### src/dlha_pkg.sv
// constants, types and reset values for the debug link handshake and abort block
package dlha_pkg;

    // serial clock tick counts
    localparam logic [7:0] DLHA_SYNC_MIN_LOW = 8'h80;
    localparam logic [7:0] DLHA_SYNC_RESP_LOW = 8'h80;
    localparam logic [7:0] DLHA_ACK_LOW = 8'h10;
    localparam logic [5:0] DLHA_ACK_MIN_DELAY = 6'h20;
    localparam logic [4:0] DLHA_SYNC_DELAY = 5'h10;
    localparam logic [7:0] DLHA_SHORT_ABORT_MIN = 8'h04;

    // command classes reported by the command decoder
    typedef enum logic [2:0] {
        DLHA_CMD_READ = 3'h0,
        DLHA_CMD_WRITE = 3'h1,
        DLHA_CMD_HALT = 3'h2,
        DLHA_CMD_RESUME = 3'h3,
        DLHA_CMD_RESUME_UNTIL = 3'h4,
        DLHA_CMD_STEP = 3'h5,
        DLHA_CMD_ACK_ENABLE = 3'h6,
        DLHA_CMD_ACK_DISABLE = 3'h7
    } dlha_cmd_t;

    typedef enum logic [4:0] {
        DLHA_ST_IDLE = 5'h01,
        DLHA_ST_WAIT_HIGH = 5'h02,
        DLHA_ST_SYNC_DELAY = 5'h04,
        DLHA_ST_SYNC_RESP = 5'h08,
        DLHA_ST_ACK = 5'h10
    } dlha_state_t;

    typedef enum logic [2:0] {
        DLHA_G_IDLE = 3'h1,
        DLHA_G_LOW = 3'h2,
        DLHA_G_HIGH = 3'h4
    } dlha_gen_state_t;

    typedef struct packed {
        dlha_state_t state;
        logic pin_s1;
        logic pin_s2;
        logic pin_q;
        logic [7:0] low_cnt;
        logic [4:0] delay_cnt;
        logic [5:0] min_cnt;
        logic ack_en;
        logic pending;
        logic ready;
        dlha_cmd_t pend_cmd;
        logic after_abort;
        logic gen_start;
        logic [7:0] gen_len;
        logic pin_out;
        logic pin_oe;
        logic sync_pulse;
        logic abort_pulse;
        logic new_cmd_pulse;
    } dlha_main_t;

    typedef struct packed {
        dlha_gen_state_t state;
        logic [7:0] cnt;
    } dlha_gen_t;

    localparam dlha_main_t DLHA_MAIN_RST = '{
        state: DLHA_ST_IDLE,
        pin_s1: 1'b1,
        pin_s2: 1'b1,
        pin_q: 1'b1,
        low_cnt: 8'h00,
        delay_cnt: 5'h00,
        min_cnt: 6'h00,
        ack_en: 1'b0,
        pending: 1'b0,
        ready: 1'b0,
        pend_cmd: DLHA_CMD_READ,
        after_abort: 1'b0,
        gen_start: 1'b0,
        gen_len: 8'h00,
        pin_out: 1'b0,
        pin_oe: 1'b0,
        sync_pulse: 1'b0,
        abort_pulse: 1'b0,
        new_cmd_pulse: 1'b0
    };

    localparam dlha_gen_t DLHA_GEN_RST = '{state: DLHA_G_IDLE, cnt: 8'h00};

endpackage : dlha_pkg

### src/dlha_pulse_if.sv
// link between the handshake controller and the pin pulse generator
`timescale 1ns/100ps
interface dlha_pulse_if;
    logic clk_en;
    logic serial_tick;
    logic start;
    logic [7:0] low_len;
    logic busy;
    logic drive_low;
    logic drive_high;

    modport ctrl (output clk_en, output serial_tick, output start, output low_len,
                  input busy, input drive_low, input drive_high);
    modport gen (input clk_en, input serial_tick, input start, input low_len,
                 output busy, output drive_low, output drive_high);
endinterface : dlha_pulse_if

### src/dlha_ctrl.sv
// handshake pulse control, timing-reference detection and abort for the debug wire
`timescale 1ns/100ps
// Summary of operation
// - long low pulse runs timing-reference reply and aborts pending command and pulse.
// - firmware access in flight still completes, but its handshake pulse is dropped.
// - resume, resume-until-halt and single-step are not cancelled; only pulse dropped.
// - short low pulse is no timing request; pending pulse aborted at falling edge.
// - after any abort, next falling edge starts a new command.
// - no guard against speedup pulse clashing with host timing request.
// - handshake-enable command switches pulses on; handshake-disable switches off.
// - handshake-enable command is itself answered with a pulse.
// - handshake disabled after reset.
// - read pulse once bus cycle finished and data ready.
// - write pulse after data received and bus cycle completed.
// - halt command pulses when cpu enters background mode; abortable.
// - resume command pulses when cpu leaves background mode; abortable.
// - resume-until-halt pulses on next background entry; abortable.
// - single-step pulses on background re-entry after one instruction; abortable.
// - no timeout while waiting to issue a pulse; host aborts instead.
// - handshake pulse is 16 ticks low then a brief high speedup.
// - pulse no sooner than 32 ticks after command end.
// - timing reply is 128 ticks low then one-tick speedup.
module dlha_ctrl (
    input wire logic core_clk,
    input wire logic arst_n,
    input wire logic clk_en,
    input wire logic serial_tick,
    input wire logic debug_wire_pin_in,
    output logic debug_wire_pin_out,
    output logic debug_wire_pin_oe,
    input wire logic cmd_accept,
    input wire dlha_pkg::dlha_cmd_t cmd_class,
    input wire logic bus_cycle_done,
    input wire logic cpu_debug_halt_instruction_enter,
    input wire logic cpu_debug_halt_instruction_exit,
    output logic ack_enabled,
    output logic ack_pending,
    output logic sync_detected,
    output logic cmd_aborted,
    output logic new_cmd_edge
);
    import dlha_pkg::*;

    dlha_main_t s_r;
    dlha_main_t s_nxt;
    dlha_pulse_if pif ();

    logic fall;
    logic host_low;
    logic ready_evt;

    // completion event that matches the pending command class
    function automatic logic class_done(input dlha_cmd_t c, input logic bus_done,
                                        input logic bg_in, input logic bg_out);
        case (c)
            DLHA_CMD_READ: class_done = bus_done;
            DLHA_CMD_WRITE: class_done = bus_done;
            DLHA_CMD_HALT: class_done = bg_in;
            DLHA_CMD_RESUME: class_done = bg_out;
            DLHA_CMD_RESUME_UNTIL: class_done = bg_in;
            DLHA_CMD_STEP: class_done = bg_in;
            default: class_done = 1'b0;
        endcase
    endfunction : class_done

    assign pif.clk_en = clk_en;
    assign pif.serial_tick = serial_tick;
    assign pif.start = s_r.gen_start;
    assign pif.low_len = s_r.gen_len;

    dlha_pulse_gen u_gen (
        .core_clk(core_clk),
        .arst_n(arst_n),
        .pif(pif)
    );

    always_comb begin
        s_nxt = s_r;
        s_nxt.gen_start = 1'b0;
        s_nxt.sync_pulse = 1'b0;
        s_nxt.abort_pulse = 1'b0;
        s_nxt.new_cmd_pulse = 1'b0;

        // two-stage pin synchroniser
        s_nxt.pin_s1 = debug_wire_pin_in;
        s_nxt.pin_s2 = s_r.pin_s1;
        s_nxt.pin_q = s_r.pin_s2;

        // our own drive is not host activity
        host_low = !s_r.pin_s2 && !s_r.pin_oe && !pif.busy && !s_r.gen_start;
        fall = s_r.pin_q && !s_r.pin_s2 && !s_r.pin_oe && !pif.busy;

        // low time of the host pulse, saturating at the request threshold
        if (s_r.pin_s2) begin
            s_nxt.low_cnt = 8'h00;
        end else if (host_low && serial_tick && s_r.low_cnt != DLHA_SYNC_MIN_LOW) begin
            s_nxt.low_cnt = s_r.low_cnt + 8'h01;
        end

        // spacing from command end; no upper bound on the wait
        if (serial_tick && s_r.min_cnt != DLHA_ACK_MIN_DELAY) begin
            s_nxt.min_cnt = s_r.min_cnt + 6'h01;
        end

        ready_evt = class_done(s_r.pend_cmd, bus_cycle_done, cpu_debug_halt_instruction_enter, cpu_debug_halt_instruction_exit);
        if (s_r.pending && ready_evt) begin
            s_nxt.ready = 1'b1;
        end

        // command acceptance
        if (cmd_accept) begin
            s_nxt.min_cnt = 6'h00;
            if (cmd_class == DLHA_CMD_ACK_ENABLE) begin
                s_nxt.ack_en = 1'b1;
                s_nxt.pending = 1'b1;
                s_nxt.ready = 1'b1;
                s_nxt.pend_cmd = cmd_class;
            end else if (cmd_class == DLHA_CMD_ACK_DISABLE) begin
                s_nxt.ack_en = 1'b0;
                s_nxt.pending = 1'b0;
                s_nxt.ready = 1'b0;
            end else if (s_r.ack_en) begin
                s_nxt.pending = 1'b1;
                s_nxt.ready = 1'b0;
                s_nxt.pend_cmd = cmd_class;
            end
        end

        // first falling edge after an abort opens a new command
        if (fall && s_r.after_abort && s_r.state == DLHA_ST_IDLE) begin
            s_nxt.new_cmd_pulse = 1'b1;
            s_nxt.after_abort = 1'b0;
        end

        // short abort: edge perceived while a pulse is owed
        // a command ending in the same cycle wins over the edge
        if (fall && s_r.pending && !cmd_accept && s_r.state == DLHA_ST_IDLE) begin
            s_nxt.pending = 1'b0;
            s_nxt.ready = 1'b0;
            s_nxt.abort_pulse = 1'b1;
            s_nxt.after_abort = 1'b1;
        end

        case (s_r.state)
            DLHA_ST_IDLE: begin
                if (host_low && serial_tick && s_r.low_cnt == DLHA_SYNC_MIN_LOW - 8'h01) begin
                    // only the owed pulse is dropped; bus access and cpu run go on
                    s_nxt.state = DLHA_ST_WAIT_HIGH;
                    s_nxt.sync_pulse = 1'b1;
                    // a command ending in the same cycle keeps its pending flag
                    if (!cmd_accept) begin
                        s_nxt.pending = 1'b0;
                        s_nxt.ready = 1'b0;
                        s_nxt.abort_pulse = s_r.pending;
                    end
                end else if (s_r.pending && s_r.ready && !cmd_accept
                             && s_r.min_cnt == DLHA_ACK_MIN_DELAY
                             && s_r.pin_s2 && !(fall && s_r.pending)) begin
                    // a host request landing now is not guarded against
                    s_nxt.state = DLHA_ST_ACK;
                    s_nxt.gen_start = 1'b1;
                    s_nxt.gen_len = DLHA_ACK_LOW;
                    s_nxt.pending = 1'b0;
                    s_nxt.ready = 1'b0;
                end
            end
            DLHA_ST_WAIT_HIGH: begin
                if (s_r.pin_s2) begin
                    s_nxt.state = DLHA_ST_SYNC_DELAY;
                    s_nxt.delay_cnt = 5'h00;
                end
            end
            DLHA_ST_SYNC_DELAY: begin
                if (serial_tick) begin
                    if (s_r.delay_cnt == DLHA_SYNC_DELAY - 5'h01) begin
                        s_nxt.state = DLHA_ST_SYNC_RESP;
                        s_nxt.gen_start = 1'b1;
                        s_nxt.gen_len = DLHA_SYNC_RESP_LOW;
                    end else begin
                        s_nxt.delay_cnt = s_r.delay_cnt + 5'h01;
                    end
                end
            end
            DLHA_ST_SYNC_RESP: begin
                if (!s_r.gen_start && !pif.busy) begin
                    s_nxt.state = DLHA_ST_IDLE;
                    s_nxt.after_abort = 1'b1;
                end
            end
            DLHA_ST_ACK: begin
                if (!s_r.gen_start && !pif.busy) begin
                    s_nxt.state = DLHA_ST_IDLE;
                end
            end
            default: begin
                s_nxt.state = DLHA_ST_IDLE;
            end
        endcase

        // speedup is driven high, low phase driven low, else released
        s_nxt.pin_oe = pif.drive_low || pif.drive_high;
        s_nxt.pin_out = pif.drive_high;
    end

    always_ff @(posedge core_clk or negedge arst_n) begin
        if (!arst_n) begin
            s_r <= DLHA_MAIN_RST;
        end else if (clk_en) begin
            s_r <= s_nxt;
        end
    end

    assign debug_wire_pin_out = s_r.pin_out;
    assign debug_wire_pin_oe = s_r.pin_oe;
    assign ack_enabled = s_r.ack_en;
    assign ack_pending = s_r.pending;
    assign sync_detected = s_r.sync_pulse;
    assign cmd_aborted = s_r.abort_pulse;
    assign new_cmd_edge = s_r.new_cmd_pulse;

endmodule : dlha_ctrl

### src/dlha_pulse_gen.sv
// low pulse of a given tick count followed by a one-tick speedup pulse
`timescale 1ns/100ps
module dlha_pulse_gen (
    input wire logic core_clk,
    input wire logic arst_n,
    dlha_pulse_if.gen pif
);
    import dlha_pkg::*;

    dlha_gen_t s_r;
    dlha_gen_t s_nxt;

    always_comb begin
        s_nxt = s_r;
        case (s_r.state)
            DLHA_G_IDLE: begin
                if (pif.start) begin
                    s_nxt.state = DLHA_G_LOW;
                    s_nxt.cnt = 8'h00;
                end
            end
            DLHA_G_LOW: begin
                if (pif.serial_tick) begin
                    if (s_r.cnt == pif.low_len - 8'h01) begin
                        s_nxt.state = DLHA_G_HIGH;
                    end else begin
                        s_nxt.cnt = s_r.cnt + 8'h01;
                    end
                end
            end
            DLHA_G_HIGH: begin
                if (pif.serial_tick) begin
                    s_nxt.state = DLHA_G_IDLE;
                end
            end
            default: begin
                s_nxt = DLHA_GEN_RST;
            end
        endcase
    end

    always_ff @(posedge core_clk or negedge arst_n) begin
        if (!arst_n) begin
            s_r <= DLHA_GEN_RST;
        end else if (pif.clk_en) begin
            s_r <= s_nxt;
        end
    end

    assign pif.busy = (s_r.state != DLHA_G_IDLE);
    assign pif.drive_low = (s_r.state == DLHA_G_LOW);
    assign pif.drive_high = (s_r.state == DLHA_G_HIGH);

endmodule : dlha_pulse_gen

### config.mk
export PLATFORM = sky130hd
export DESIGN_NAME = dlha_ctrl
export DESIGN_NICKNAME = d
export VERILOG_FILES = /design/src/dlha_pkg.sv /design/src/dlha_pulse_if.sv /design/src/dlha_ctrl.sv /design/src/dlha_pulse_gen.sv
export SDC_FILE = /design/constraint.sdc
export NUM_CORES = 1
export LEC_CHECK = 0
export BUFFER_PORTS_ARGS = -buffer_cell sky130_fd_sc_hd__buf_4
export CAP_MARGIN = 20
export CORE_MARGIN = 1.5
export CORE_UTILIZATION = 60
export CTS_BUF_LIST = sky130_fd_sc_hd__clkbuf_8
export CTS_CLUSTER_SIZE = 10
export DETAILED_ROUTE_END_ITERATION = 16
export PLACE_DENSITY = 0.85
export REMOVE_ABC_BUFFERS = 1
export SETUP_SLACK_MARGIN = 0.4
export SLEW_MARGIN = 15
export SYNTH_ARGS = -nofsm -noshare
export SYNTH_HDL_FRONTEND = slang
export SYNTH_HIERARCHICAL = 1
export SYNTH_SLANG_ARGS = --single-unit
### constraint.sdc
create_clock -name core_clk -period 3.25 [get_ports core_clk]
set_input_delay 0.65 -clock core_clk [delete_from_list [all_inputs] [get_ports core_clk]]
set_output_delay 0.65 -clock core_clk [all_outputs]
set_load 0.005 [all_outputs]
After elaboration in Yosys (flattened, before gate mapping). Cells that the tools add are included.

Bits of input ports: 12. Register bits after elaboration: 59. Logic and storage cells: 159.

Equal/unequal tests: 36. Bitwise operators: 1. $add $sub $neg: 5. Multiplexer cells: 48. Reductions and logical operators: 48.

Operator list (number): 2-to-1 mux 5 bit (10); 2-to-1 mux 9 bit (4); 2-to-1 mux 8 bit (3); case mux 8 bit (3 select lines) (1); logical AND 1 bit (22); 2-to-1 mux 11 bit (2); inequality test 2 bit, second input constant (10); case mux 5 bit (4 select lines) (1); case mux 9 bit (2 select lines) (1); adder 8 x 1 -> 8 bit, second input constant (2); 2-to-1 mux 2 bit (8); equality test 3 bit, second input constant (5); AND reduction 5 bit (3); 2-to-1 mux 12 bit (1); 2-to-1 mux 6 bit (2); AND reduction 6 bit (2); nonzero test 2 bit (6); equality test 5 x 4 -> 1 bit, second input constant (2); case mux 5 bit (2 select lines) (1); equality test 3 x 2 -> 1 bit, second input constant (3); 2-to-1 mux 1 bit (9); 2-to-1 mux 3 bit (3); case mux 3 bit (3 select lines) (1); equality test 8 x 7 -> 1 bit, second input constant (1); 24 further kinds (35).

Longest topological paths before layout. Gate-level depths: netlist of run 1.

Depth in word-level cells: 13. Depth in mapped cells: 11.

Modules after synthesis. Netlist of run 1, hierarchy kept.

Modules (own cells, without submodules): dlha_ctrl (cells an instance 251, area each 2306.0 um^2, times used 1, seq. area each 1056.0 um^2); dlha_pulse_gen (cells an instance 110, area each 923.4 um^2, times used 1, seq. area each 276.5 um^2).

Worst setup path before layout of run 1. OpenSTA, ideal clock, no wires.

Path type: flip-flop to flip-flop. Start point: reg u_gen/s_r[8] (netlist name). End point: reg s_r[45] (netlist name). Cell stages (with the launch flop): 9. Slack: 746 ps. Setup time: 128 ps. Arrival time: 2376 ps. Period minus slack after synthesis: 2504 ps. Cell sequence: dfstp_2 > nand2b_1 > nor2_1 > inv_1 > or4_4 > nor4_4 > nor3_2 > nor3b_4 > mux2_1.

Cells in the longest elaborated chain, start to end: 8.

Ends and longest elaborated chain: start, declared (line dlha_pulse_gen.sv:10) `dlha_gen_t s_r;`; start signal, assigned (line dlha_pulse_gen.sv:46) `s_r <= s_nxt;`; inequality test 3 x 1 -> 1 bit (*) (line dlha_pulse_gen.sv:50) `assign pif.busy = (s_r.state != DLHA_G_IDLE);`; net pif.busy (line dlha_pulse_if.sv:8) `logic busy;`; logical NOT 1 bit (*); logical AND 1 bit (on tied branches) (line dlha_ctrl.sv:90, dlha_ctrl.sv:91); logical AND 1 bit (on tied branches) (line dlha_ctrl.sv:90, dlha_ctrl.sv:158); logical AND 1 bit or logical NOT 1 bit (tied branches) (line dlha_ctrl.sv:146, dlha_ctrl.sv:158); logical AND 1 bit (on tied branches) (line dlha_ctrl.sv:146, dlha_ctrl.sv:158); inequality test 3 x 1 -> 1 bit (no source line) or 2-to-1 mux 5 bit (tied branches); AND reduction 6 bit (no source line) or case mux 5 bit (4 select lines) (tied branches); end signal, assigned (line dlha_ctrl.sv:209) `s_r <= s_nxt;`; end, declared (line dlha_ctrl.sv:44) `dlha_main_t s_r;`.

Mark *: on every way through the listed nets, which the timed path passes. The rest lies on a longest branch. A chain may end at the register's enable or synchronous reset.

Worst setup path after layout of run 1. Same ends and word-level chain as after synthesis.

==> impl_metrics.tcl, run 1 <==
set metrics [dict create \
    timing.slew.headroom_pct 57.0 \
    leakagePower_uw 0.00153 \
    postRouteWirelength_microns 6560 \
    power.internal_uw 1270 \
    worstSetupStartpointType "flip-flop" \
    drt-met1-wl_microns 3090 \
    dr.pass1.iters 4 \
    switching_share_pct 34.0 \
    critPathTopFamily "simple AND/OR/NAND/NOR gates" \
    dp_hpwl_microns 4720 \
    min_path_type "in2async" \
    grt_antenna_before_repair 0 \
    clock_tree_from_tritoncts "yes" \
    cts_hold_buffers 0 \
    io_buffer_count 18 \
    mappedNetlistArea_sq_um 3230 \
    gp_congestion 0.902 \
    power.switching_uw 650 \
    num_antenna_cells 0 \
    vias_in_the_first_global_route 2599 \
    area_delta_synth_final_pct 11.7 \
    synth_warnings 6 \
    timing.critical_path.slowest_cell_delay_ns 0.56 \
    path_buf_inv 1 \
    path_max_fanout 7 \
    synth-edff-count 0 \
    share_clk_of_total_power_pct 24.5 \
    fmax_mhz 363 \
    remaining_drc_errors 0 \
    highest_count_cells_in_the_layout_ignoring_fill_and_taps "48 x sky130_fd_sc_hd__dfrtp_1, 36 x sky130_fd_sc_hd__nand2_1, 28 x sky130_fd_sc_hd__nor2_1" \
    peakVddDrop_mv 0.312 \
    ctsHtreeMaxLevel 2 \
    routed_wire_length_per_instance_microns 13.9 \
    synth_async_sr_flop_share_pct 100 \
    routed-wl-met2_microns 3210 \
    dominantRegCellSynth "sky130_fd_sc_hd__dfrtp_1" \
    cts-root-buf "sky130_fd_sc_hd__clkbuf_8" \
    floorplan.core_area_sq_um 5140 \
    worst_setup_hold_path_clk_slew_ns 0.10 \
    slew_viols_final 0 \
    synth.lib_cells_used.distinct 65 \
    setup_slack_ns 0.495 \
    ant_nets 0 \
    rsz0062_at_grt "false" \
    n_fill_cell 434 \
    sequentialPowerShare_pct 45.5 \
    finish.net_count 420 \
    outcome "complete, no violations" \
    vias_cell 5.71 \
    final.setup_skew_ns 0.00726 \
    period_minus_slack_ns 2.75 \
    number_of_rows_created_at_floorplan 26 \
    mostFrequentLayoutCell "sky130_fd_sc_hd__dfrtp_1" \
    topRoutingLayerUsed "met4" \
    die_y_microns 76.4 \
    grt_usage_pct 24.2 \
    grt_start_max_net_pins 54 \
    slowest_stage "sky130_fd_sc_hd__dfstp_2" \
    worst_setup_path_type "reg2reg" \
    final_min_period_over_clock_period_pct 84.8 \
    detailedPlace.worstSlack_ns 0.529 \
    ioPinCount 19 \
    finalSetupViolCount 0 \
    timing.critical_path.to_type "flip-flop" \
    max_slew.worst_pin.slew_ns 0.639 \
    pwr_density_cell_nw_per_um2 531 \
    start_util_pct 62.8 \
    timing_hold_violations_final 0 \
    syn_avg_cell_area_sq_um 8.95 \
    postSynthCellCount 361 \
    initialDrtViolationCount 219 \
    grt_first_pass_wirelength_microns 11600 \
    met3WireLength_microns 217 \
    cts_repair_resize_count 0 \
    clk_path_buf_depth 2 \
    dieWidth_microns 76.4 \
    clkLatencyLatePin_ns 0.31 \
    p_comb_share_pct 30.0 \
    arrival_ns 2.95 \
    layout-drive-gt1-share_pct 12.0 \
    seq_area_frac_synth_pct 41.3 \
    route.vias.total 2690 \
    total_clock_buffers_created_by_cts 5 \
    cp_cell_sequence "nand2b_1 > nor2_1 > inv_1 > or4_4 > nor4_4 > nor3_2 > nor3b_4 > mux2_1" \
    globalRouteOverflowTotal 0 \
    number_of_max_cap_violations 0 \
    setup_tns_final_ns 0 \
    design.die.area_sq_um 5830 \
    postSynthRegisterBits 53 \
    worst_ep_required_ns 3.45 \
    cts.sink_count 53 \
]
==> final cells by class <==
type                            instances  area (sq um)  area share (%)
Clock buffer                            6          82.6            2.29
Clock inverter                          2          37.5            1.04
Inverter                               24          90.1            2.50
Multi-Input combinational cell        297          1830            50.8
Sequential cell                        53          1330            36.9
Tap cell                               70          87.6            2.43
Timing Repair Buffer                   19           143            3.95
==> flip-flops by register name, indices dropped and copies added, names as in the netlist <==
name	cells
ack_enabled	1
debug_wire_pin_out	1
u_gen/s_r	11
sync_detected	1
cmd_aborted	1
s_nxt	2
s_r	30
ack_pending	1
pif.low_len	2
debug_wire_pin_oe	1
new_cmd_edge	1
pif.start	1
==> worst reg2reg max path, delay by kind of cell (launching register included) <==
| kind | cells | cell delay (ns) |
|---|---|---|
| buffers and inverters | 1 | 0.12 |
| DFF | 1 | 0.56 |
| muxes | 1 | 0.35 |
| and+or+nand+nor | 6 | 1.63 |
==> cell usage after synthesis (3+ instances only) <==
| master | count | area (sq um) |
|---|---|---|
| sky130_fd_sc_hd__nand3_1 | 18 | 90.1 |
| sky130_fd_sc_hd__a211oi_1 | 4 | 30.0 |
| sky130_fd_sc_hd__o21ai_0 | 24 | 120 |
| sky130_fd_sc_hd__nor3_1 | 12 | 60.1 |
| sky130_fd_sc_hd__inv_1 | 24 | 90.1 |
| sky130_fd_sc_hd__and3_1 | 3 | 18.8 |
| sky130_fd_sc_hd__xnor2_1 | 12 | 105 |
| sky130_fd_sc_hd__o21a_1 | 4 | 30.0 |
| sky130_fd_sc_hd__ha_1 | 8 | 100 |
| sky130_fd_sc_hd__nand2b_1 | 9 | 56.3 |
| sky130_fd_sc_hd__dfrtp_1 | 48 | 1200 |
| sky130_fd_sc_hd__mux2_2 | 4 | 45.0 |
| sky130_fd_sc_hd__o22ai_1 | 5 | 31.3 |
| sky130_fd_sc_hd__or3_1 | 4 | 25.0 |
| sky130_fd_sc_hd__dfstp_2 | 5 | 131 |
| sky130_fd_sc_hd__a21oi_1 | 19 | 95.1 |
| sky130_fd_sc_hd__xor2_1 | 6 | 52.6 |
| sky130_fd_sc_hd__clkbuf_1 | 8 | 30.0 |
| sky130_fd_sc_hd__o31ai_1 | 5 | 37.5 |
| sky130_fd_sc_hd__o221ai_1 | 3 | 26.3 |
| sky130_fd_sc_hd__nand2_1 | 36 | 135 |
| sky130_fd_sc_hd__mux2i_1 | 3 | 30.0 |
| sky130_fd_sc_hd__or4_1 | 5 | 37.5 |
| sky130_fd_sc_hd__nor2_1 | 28 | 105 |
| sky130_fd_sc_hd__o211ai_1 | 6 | 45.0 |
| sky130_fd_sc_hd__nand4_1 | 6 | 37.5 |
| sky130_fd_sc_hd__nor4_1 | 4 | 25.0 |
| sky130_fd_sc_hd__and2_1 | 3 | 18.8 |
==> worst paths after layout <==
path / startpoint / endpoint / slack, ns / cells after the start
setup reg to reg: u_gen/s_r[8] / s_r[45] / 0.50 / 8
max in group asynchronous: arst_n / s_r[23] / 2.46 / 1
hold / removal: arst_n / s_r[34] / 0.36 / 1
setup / recovery: u_gen/s_r[8] / s_r[45] / 0.50 / 8
hold reg to reg: u_gen/s_r[8] / u_gen/s_r[8] / 0.50 / 2
min in group core_clk: u_gen/s_r[8] / u_gen/s_r[8] / 0.50 / 2
==> power groups by stage <==
stage,Sequential (uW),Clock (uW),Combinational [uW]
2_1_floorplan,847,0,440
3_3_place_gp,874,0,549
3_5_place_dp,878,0,571
4_1_cts,867,474,573
5_1_grt,887,505,642
6_report,871,470,575
==> cells by family after synthesis <==
family	count (synthesis)	share of synthesized area (%)
simple gates	150	25.7
other cells	1	0.116
fa+ha+maj	8	3.10
xor+xnor	18	4.88
flops	53	41.3
buf+inv	37	4.96
mux	9	3.02
compound gates	85	16.9
==> metal layers <==
metal / vias up / global-route usage, %
li1: 1358 / -
met1: 1285 / 32.3
met2: 42 / 41.9
met3: 5 / 3.83
met4: 0 / 4.63
met5: - / 0
==> stage by stage <==
step / std cells / instance area [sq um] / hold slack, ns / total power, uW / util, %
after global routing: 471 / 3610 / 0.417 / 2030 / 70.2
final: 471 / 3610 / 0.361 / 1920 / 70.2
after detailed placement: 463 / 3490 / 0.466 / 1450 / 67.8
after CTS: 471 / 3610 / 0.391 / 1910 / 70.2
after floorplan: 374 / 3260 / 0.354 / 1290 / -
after global placement: 463 / 3490 / 0.460 / 1420 / 67.8
==> what timing repair did <==
action | in CTS | in global routing
buffers inserted | 0 | 0
setup endpoints to repair | 0 | 1
hold endpoints to repair | 0 | 0
Note: power is estimated with default switching activity, not from simulation.
==> run 2, diff against run 1 <==
--- a/config.mk
+++ b/config.mk
@@ -8,11 +8,11 @@
 export BUFFER_PORTS_ARGS = -buffer_cell sky130_fd_sc_hd__buf_4
 export CAP_MARGIN = 20
 export CORE_MARGIN = 1.5
-export CORE_UTILIZATION = 60
+export CORE_UTILIZATION = 57
 export CTS_BUF_LIST = sky130_fd_sc_hd__clkbuf_8
 export CTS_CLUSTER_SIZE = 10
 export DETAILED_ROUTE_END_ITERATION = 16
-export PLACE_DENSITY = 0.85
+export PLACE_DENSITY = 0.84
 export REMOVE_ABC_BUFFERS = 1
 export SETUP_SLACK_MARGIN = 0.4
 export SLEW_MARGIN = 15
==> constraint.sdc (replaced) <==
create_clock -name core_clk -period 2.4 [get_ports core_clk]
set_input_delay 0.48 -clock core_clk [delete_from_list [all_inputs] [get_ports core_clk]]
set_output_delay 0.48 -clock core_clk [all_outputs]
set_load 0.005 [all_outputs]
==> run 2 against run 1 <==
Compared with the run above: utilization grew 5.1 points; critical path type unchanged; global-route usage grew 0.60 points; clock-buffer cell count grew 1; cell count grew 7.9%; sequential power grew 37%; critical path depth is the same; register-to-register slack lost 0.34 ns; worst hold slack lost 0.18 ns.
==> impl_metrics.tcl, run 2 (same netlist as run 1, synthesis figures left out) <==
set metrics [dict create \
    outcome "complete, no violations" \
    start_util_pct 59.0 \
    globalRouteOverflowTotal 0 \
    cts-root-buf "sky130_fd_sc_hd__clkbuf_8" \
    area_delta_synth_final_pct 27.5 \
    remaining_drc_errors 0 \
    highest_count_cells_in_the_layout_ignoring_fill_and_taps "48 x sky130_fd_sc_hd__dfrtp_1, 45 x sky130_fd_sc_hd__buf_4, 35 x sky130_fd_sc_hd__nand2_1" \
    dr.pass1.iters 5 \
    floorplan.core_area_sq_um 5470 \
    number_of_max_cap_violations 0 \
    ioPinCount 19 \
    sequential_cell_area_in_the_final_layout_sq_um 1330 \
    die_y_microns 78.3 \
    finalSetupViolCount 0 \
    route.vias.total 3058 \
    rsz0062_at_grt "true" \
    mostFrequentLayoutCell "sky130_fd_sc_hd__dfrtp_1" \
    design.die.area_sq_um 6130 \
    multi_input_comb_area_sq_um 2070 \
    finish.net_count 455 \
    num_antenna_cells 0 \
    layout-drive-gt1-share_pct 26.1 \
    total_clock_buffers_created_by_cts 5 \
    largest_register_ff_count 30 \
    final.setup_skew_ns 0.00783 \
    vias_in_the_first_global_route 2748 \
    pwr_density_cell_nw_per_um2 669 \
    period_minus_slack_ns 2.24 \
    leakagePower_uw 0.00176 \
    timing.slew.headroom_pct 49.0 \
    clock_tree_from_tritoncts "yes" \
    clk_path_buf_depth 2 \
    worst_setup_hold_path_clk_slew_ns 0.09 \
    postRouteWirelength_microns 8180 \
    worst_setup_path_type "reg2reg" \
    io_buffer_count 18 \
    ant_nets 0 \
    dp_hpwl_microns 4830 \
    vias_cell 6.02 \
    worst_ep_required_ns 2.64 \
    number_of_rows_created_at_floorplan 27 \
    design_power_total_uw 2760 \
    fmax_mhz 446 \
    reg.largest.list "s_r x30, u_gen/s_r x11" \
    max_slew.worst_pin.slew_ns 0.756 \
    ctsHtreeMaxLevel 2 \
    path_max_fanout 4 \
    arrival_ns 2.48 \
    gp_congestion 0.913 \
    final_util_pct 75.3 \
    worstSetupStartpointType "flip-flop" \
    dieWidth_microns 78.3 \
    grt_antenna_before_repair 0 \
    design_area_sq_um 4120 \
    slew_viols_final 0 \
    min_path_type "in2async" \
    clkLatencyLatePin_ns 0.31 \
    cts.sink_count 53 \
    dpl-instance-area_sq_um 3570 \
    grt_usage_pct 24.8 \
    peakVddDrop_mv 0.369 \
    cts_hold_buffers 0 \
    n_fill_cell 373 \
    grt_first_pass_wirelength_microns 12200 \
    grt_start_max_net_pins 54 \
    timing.critical_path.to_type "flip-flop" \
    register_with_the_most_flip_flops "s_r" \
    routed_wire_length_per_instance_microns 16.1 \
    final_min_period_over_clock_period_pct 93.4 \
    initialDrtViolationCount 177 \
    timing_hold_violations_final 0 \
]
-- run 2: where the power goes --
part           internal (uW)  switching [uW]  total [uW]  leakage, uW
Sequential              1020             167        1190     0.000657
Combinational            470             548        1020      0.00105
Clock                    261             289         551    0.0000542
-- run 2: through the flow --
stage | instances | hold slack [ns] | setup WS, ns | setup TNS [ns]
final | 508 | 0.182 | 0.158 | 0
after global routing | 508 | 0.241 | 0.0900 | 0
after CTS | 498 | 0.218 | 0.133 | 0
after detailed placement | 476 | 0.467 | -0.0576 | -0.105
after global placement | 476 | 0.460 | -0.000759 | -0.000759
after floorplan | 374 | 0.184 | -0.104 | -0.167
-- run 2: layout make-up --
class,instances,area share [%]
tap,72,2.19
clock inverter,1,0.122
clock buffer,7,2.34
inverter,24,2.28
multi-input combinational,298,50.3
timing repair buffer,53,10.4
sequential,53,32.4
-- run 2: worst max-delay path: stages (launching register included) --
cell and delay [ns]:
sky130_fd_sc_hd__dfstp_2 0.56, sky130_fd_sc_hd__nand2b_4 0.07, sky130_fd_sc_hd__nor2_4 0.10, sky130_fd_sc_hd__inv_2 0.04
sky130_fd_sc_hd__or4_4 0.45, sky130_fd_sc_hd__buf_6 0.15, sky130_fd_sc_hd__or3_4 0.36, sky130_fd_sc_hd__or3_1 0.31
sky130_fd_sc_hd__a21oi_1 0.13
-- run 2: timing repair --
item,4_1_cts,5_1_grt
setup buffers,14,9
endpoints found under the setup margin,27,30
pin swaps,15,22
cloned,0,1
resized for setup,25,31
-- run 2: final timing paths --
kind | startpoint | endpoint | slack [ns] | cells past startpoint
min in group core_clk | cmd_class[0] | ack_enabled | 0.40 | 2
hold / removal | arst_n | s_r[34] | 0.18 | 1
hold reg to reg | sync_detected | sync_detected | 0.52 | 2
setup reg to reg | u_gen/s_r[8] | s_r[37] | 0.16 | 8
setup / recovery | u_gen/s_r[8] | s_r[37] | 0.16 | 8
max in group asynchronous | arst_n | s_r[23] | 1.78 | 1
-- run 2: metal layers --
layer / global-route usage (%) / wire (microns) / vias to the layer above
li1: - / - / 1435
met4: 6.61 / 308 / 0
met3: 4.42 / 447 / 34
met1: 31.2 / 3360 / 1463
met5: 0 / 0 / -
met2: 43.8 / 4060 / 126
==> run 3, diff against run 2 <==
--- a/config.mk
+++ b/config.mk
@@ -14,7 +14,7 @@
 export DETAILED_ROUTE_END_ITERATION = 16
 export PLACE_DENSITY = 0.84
 export REMOVE_ABC_BUFFERS = 1
-export SETUP_SLACK_MARGIN = 0.4
+export SETUP_SLACK_MARGIN = 0.3
 export SLEW_MARGIN = 15
 export SYNTH_ARGS = -nofsm -noshare
 export SYNTH_HDL_FRONTEND = slang
==> run 3 against run 2 <==
Compared with the run above: via count is 2.2% lower; sequential share of layout area grew 0.95 points; fmax fell by 1.2%; largest power group unchanged; clock-buffer cell count did not move; cell count fell by 1.6%; cell area shrank 2.9%; register-to-register slack lost 0.03 ns; clock skew decreased by 0.0013 ns; global-route usage is 0.90 points lower.
==> impl_metrics.tcl, run 3 (same netlist as run 1, synthesis figures left out) <==
set metrics [dict create \
    outcome "complete, no violations" \
    total_clock_buffers_created_by_cts 5 \
    worst_ep_required_ns 2.64 \
    reg.largest.list "s_r x30, u_gen/s_r x11" \
    ctsHtreeMaxLevel 2 \
    num_antenna_cells 0 \
    vias_cell 5.98 \
    r2r-start "u_gen/s_r[8]" \
    min_path_type "in2async" \
    globalRouteOverflowTotal 0 \
    grt_antenna_before_repair 0 \
    clock_tree_from_tritoncts "yes" \
    worstSetupStartpointType "flip-flop" \
    reg_to_reg_slack_setup_ns 0.13 \
    design_area_sq_um 4000 \
    route.vias.total 2992 \
    timing.critical_path.slowest_cell_delay_ns 0.58 \
    highest_count_cells_in_the_layout_ignoring_fill_and_taps "48 x sky130_fd_sc_hd__dfrtp_1, 40 x sky130_fd_sc_hd__buf_4, 36 x sky130_fd_sc_hd__nand2_1" \
    finalSetupViolCount 0 \
    design.die.area_sq_um 6130 \
    timing.critical_path.to_type "flip-flop" \
    worst_setup_path_type "reg2reg" \
    start_util_pct 59.0 \
    final.setup_skew_ns 0.00651 \
    period_minus_slack_ns 2.27 \
    gp_congestion 0.913 \
    final_util_pct 73.1 \
    finish.net_count 447 \
    initialDrtViolationCount 264 \
    mostFrequentLayoutCell "sky130_fd_sc_hd__dfrtp_1" \
    worst_setup_hold_path_clk_slew_ns 0.09 \
    die_y_microns 78.3 \
    worstRegToRegCells 8 \
    arrival_ns 2.51 \
    register_with_the_most_flip_flops "s_r" \
    clk_path_buf_depth 2 \
    slowest_stage "sky130_fd_sc_hd__dfstp_2" \
    rsz0062_at_grt "true" \
    postRouteWirelength_microns 7810 \
    final_min_period_over_clock_period_pct 94.6 \
    critPathTopFamily "simple AND/OR/NAND/NOR gates" \
    detailedPlace.worstSlack_ns -0.0576 \
    area_delta_synth_final_pct 23.9 \
    layout-drive-gt1-share_pct 22.9 \
    dieWidth_microns 78.3 \
    fmax_mhz 440 \
    slew_viols_final 0 \
    remaining_drc_errors 0 \
    floorplan.core_area_sq_um 5470 \
    ioPinCount 19 \
    leakagePower_uw 0.00172 \
    cts_hold_buffers 0 \
    vias_in_the_first_global_route 2653 \
    timing_hold_violations_final 0 \
    grt_start_max_net_pins 54 \
    number_of_rows_created_at_floorplan 27 \
    ant_nets 0 \
    io_buffer_count 18 \
    dpl-instance-area_sq_um 3570 \
    setup_slack_ns 0.130 \
    path_buf_inv 2 \
    critical_path.reg2reg.endpoint "s_r[37]" \
    dr.pass1.iters 5 \
    routed_wire_length_per_instance_microns 15.6 \
    pwr_density_cell_nw_per_um2 679 \
    peakVddDrop_mv 0.438 \
    max_slew.worst_pin.slew_ns 0.745 \
    path_max_fanout 4 \
    grt_first_pass_wirelength_microns 11800 \
    cts.sink_count 53 \
    cp_cell_sequence "nand2b_4 > nor2_4 > inv_2 > or4_4 > buf_6 > or3_4 > or3_1 > a21oi_1" \
    design_power_total_uw 2720 \
    largest_register_ff_count 30 \
    cts-root-buf "sky130_fd_sc_hd__clkbuf_8" \
    dp_hpwl_microns 4830 \
    clkLatencyLatePin_ns 0.31 \
    number_of_max_cap_violations 0 \
    grt_usage_pct 23.9 \
    timing.slew.headroom_pct 49.9 \
]
==> run 3: layout make-up <==
class                      count  area [sq um]
clock buffer                   7          96.3
clock inverter                 1          5.00
fill                         392          1470
inverter                      24          93.8
multi-input combinational    297          2020
sequential                    53          1330
tap                           72          90.1
timing repair buffer          46           368
==> run 3: worst max path at each step <==
| stage | startpoint | end | cells after the start |
|---|---|---|---|
| after floorplan | u_gen/s_r[8] | s_r[45] | 8 |
| after detailed placement | u_gen/s_r[8] | s_r[45] | 8 |
| after global routing | u_gen/s_r[8] | s_r[37] | 8 |
| final | u_gen/s_r[8] | s_r[37] | 8 |
| after global placement | u_gen/s_r[8] | s_r[45] | 8 |
| after CTS | u_gen/s_r[8] | s_r[37] | 8 |
==> run 3: repair_timing <==
action | 4_1_cts | 5_1_grt
pin swaps | 10 | 9
resized for setup | 10 | 34
setup endpoints to repair | 20 | 29
setup buffers | 7 | 9
==> run 3: power breakdown <==
| part | internal [uW] | total (uW) | switching (uW) |
|---|---|---|---|
| clock | 261 | 553 | 291 |
| combinational | 447 | 972 | 525 |
| sequential | 1020 | 1190 | 173 |
==> run 3: layer usage <==
layer,vias to the layer above,share of wire [%],global-route usage (%)
met3,34,6.3,4.30
met5,-,0,0
met4,0,3.4,6.79
li1,1415,-,-
met2,129,49,41.4
met1,1414,42,30.6
==> run 3: per-stage QoR <==
step           std cells  hold slack [ns]  setup TNS [ns]
2_1_floorplan        374            0.184          -0.167
3_3_place_gp         476            0.460       -0.000759
3_5_place_dp         476            0.467          -0.105
4_1_cts              491            0.218               0
5_1_grt              500            0.249               0
6_report             500            0.199               0
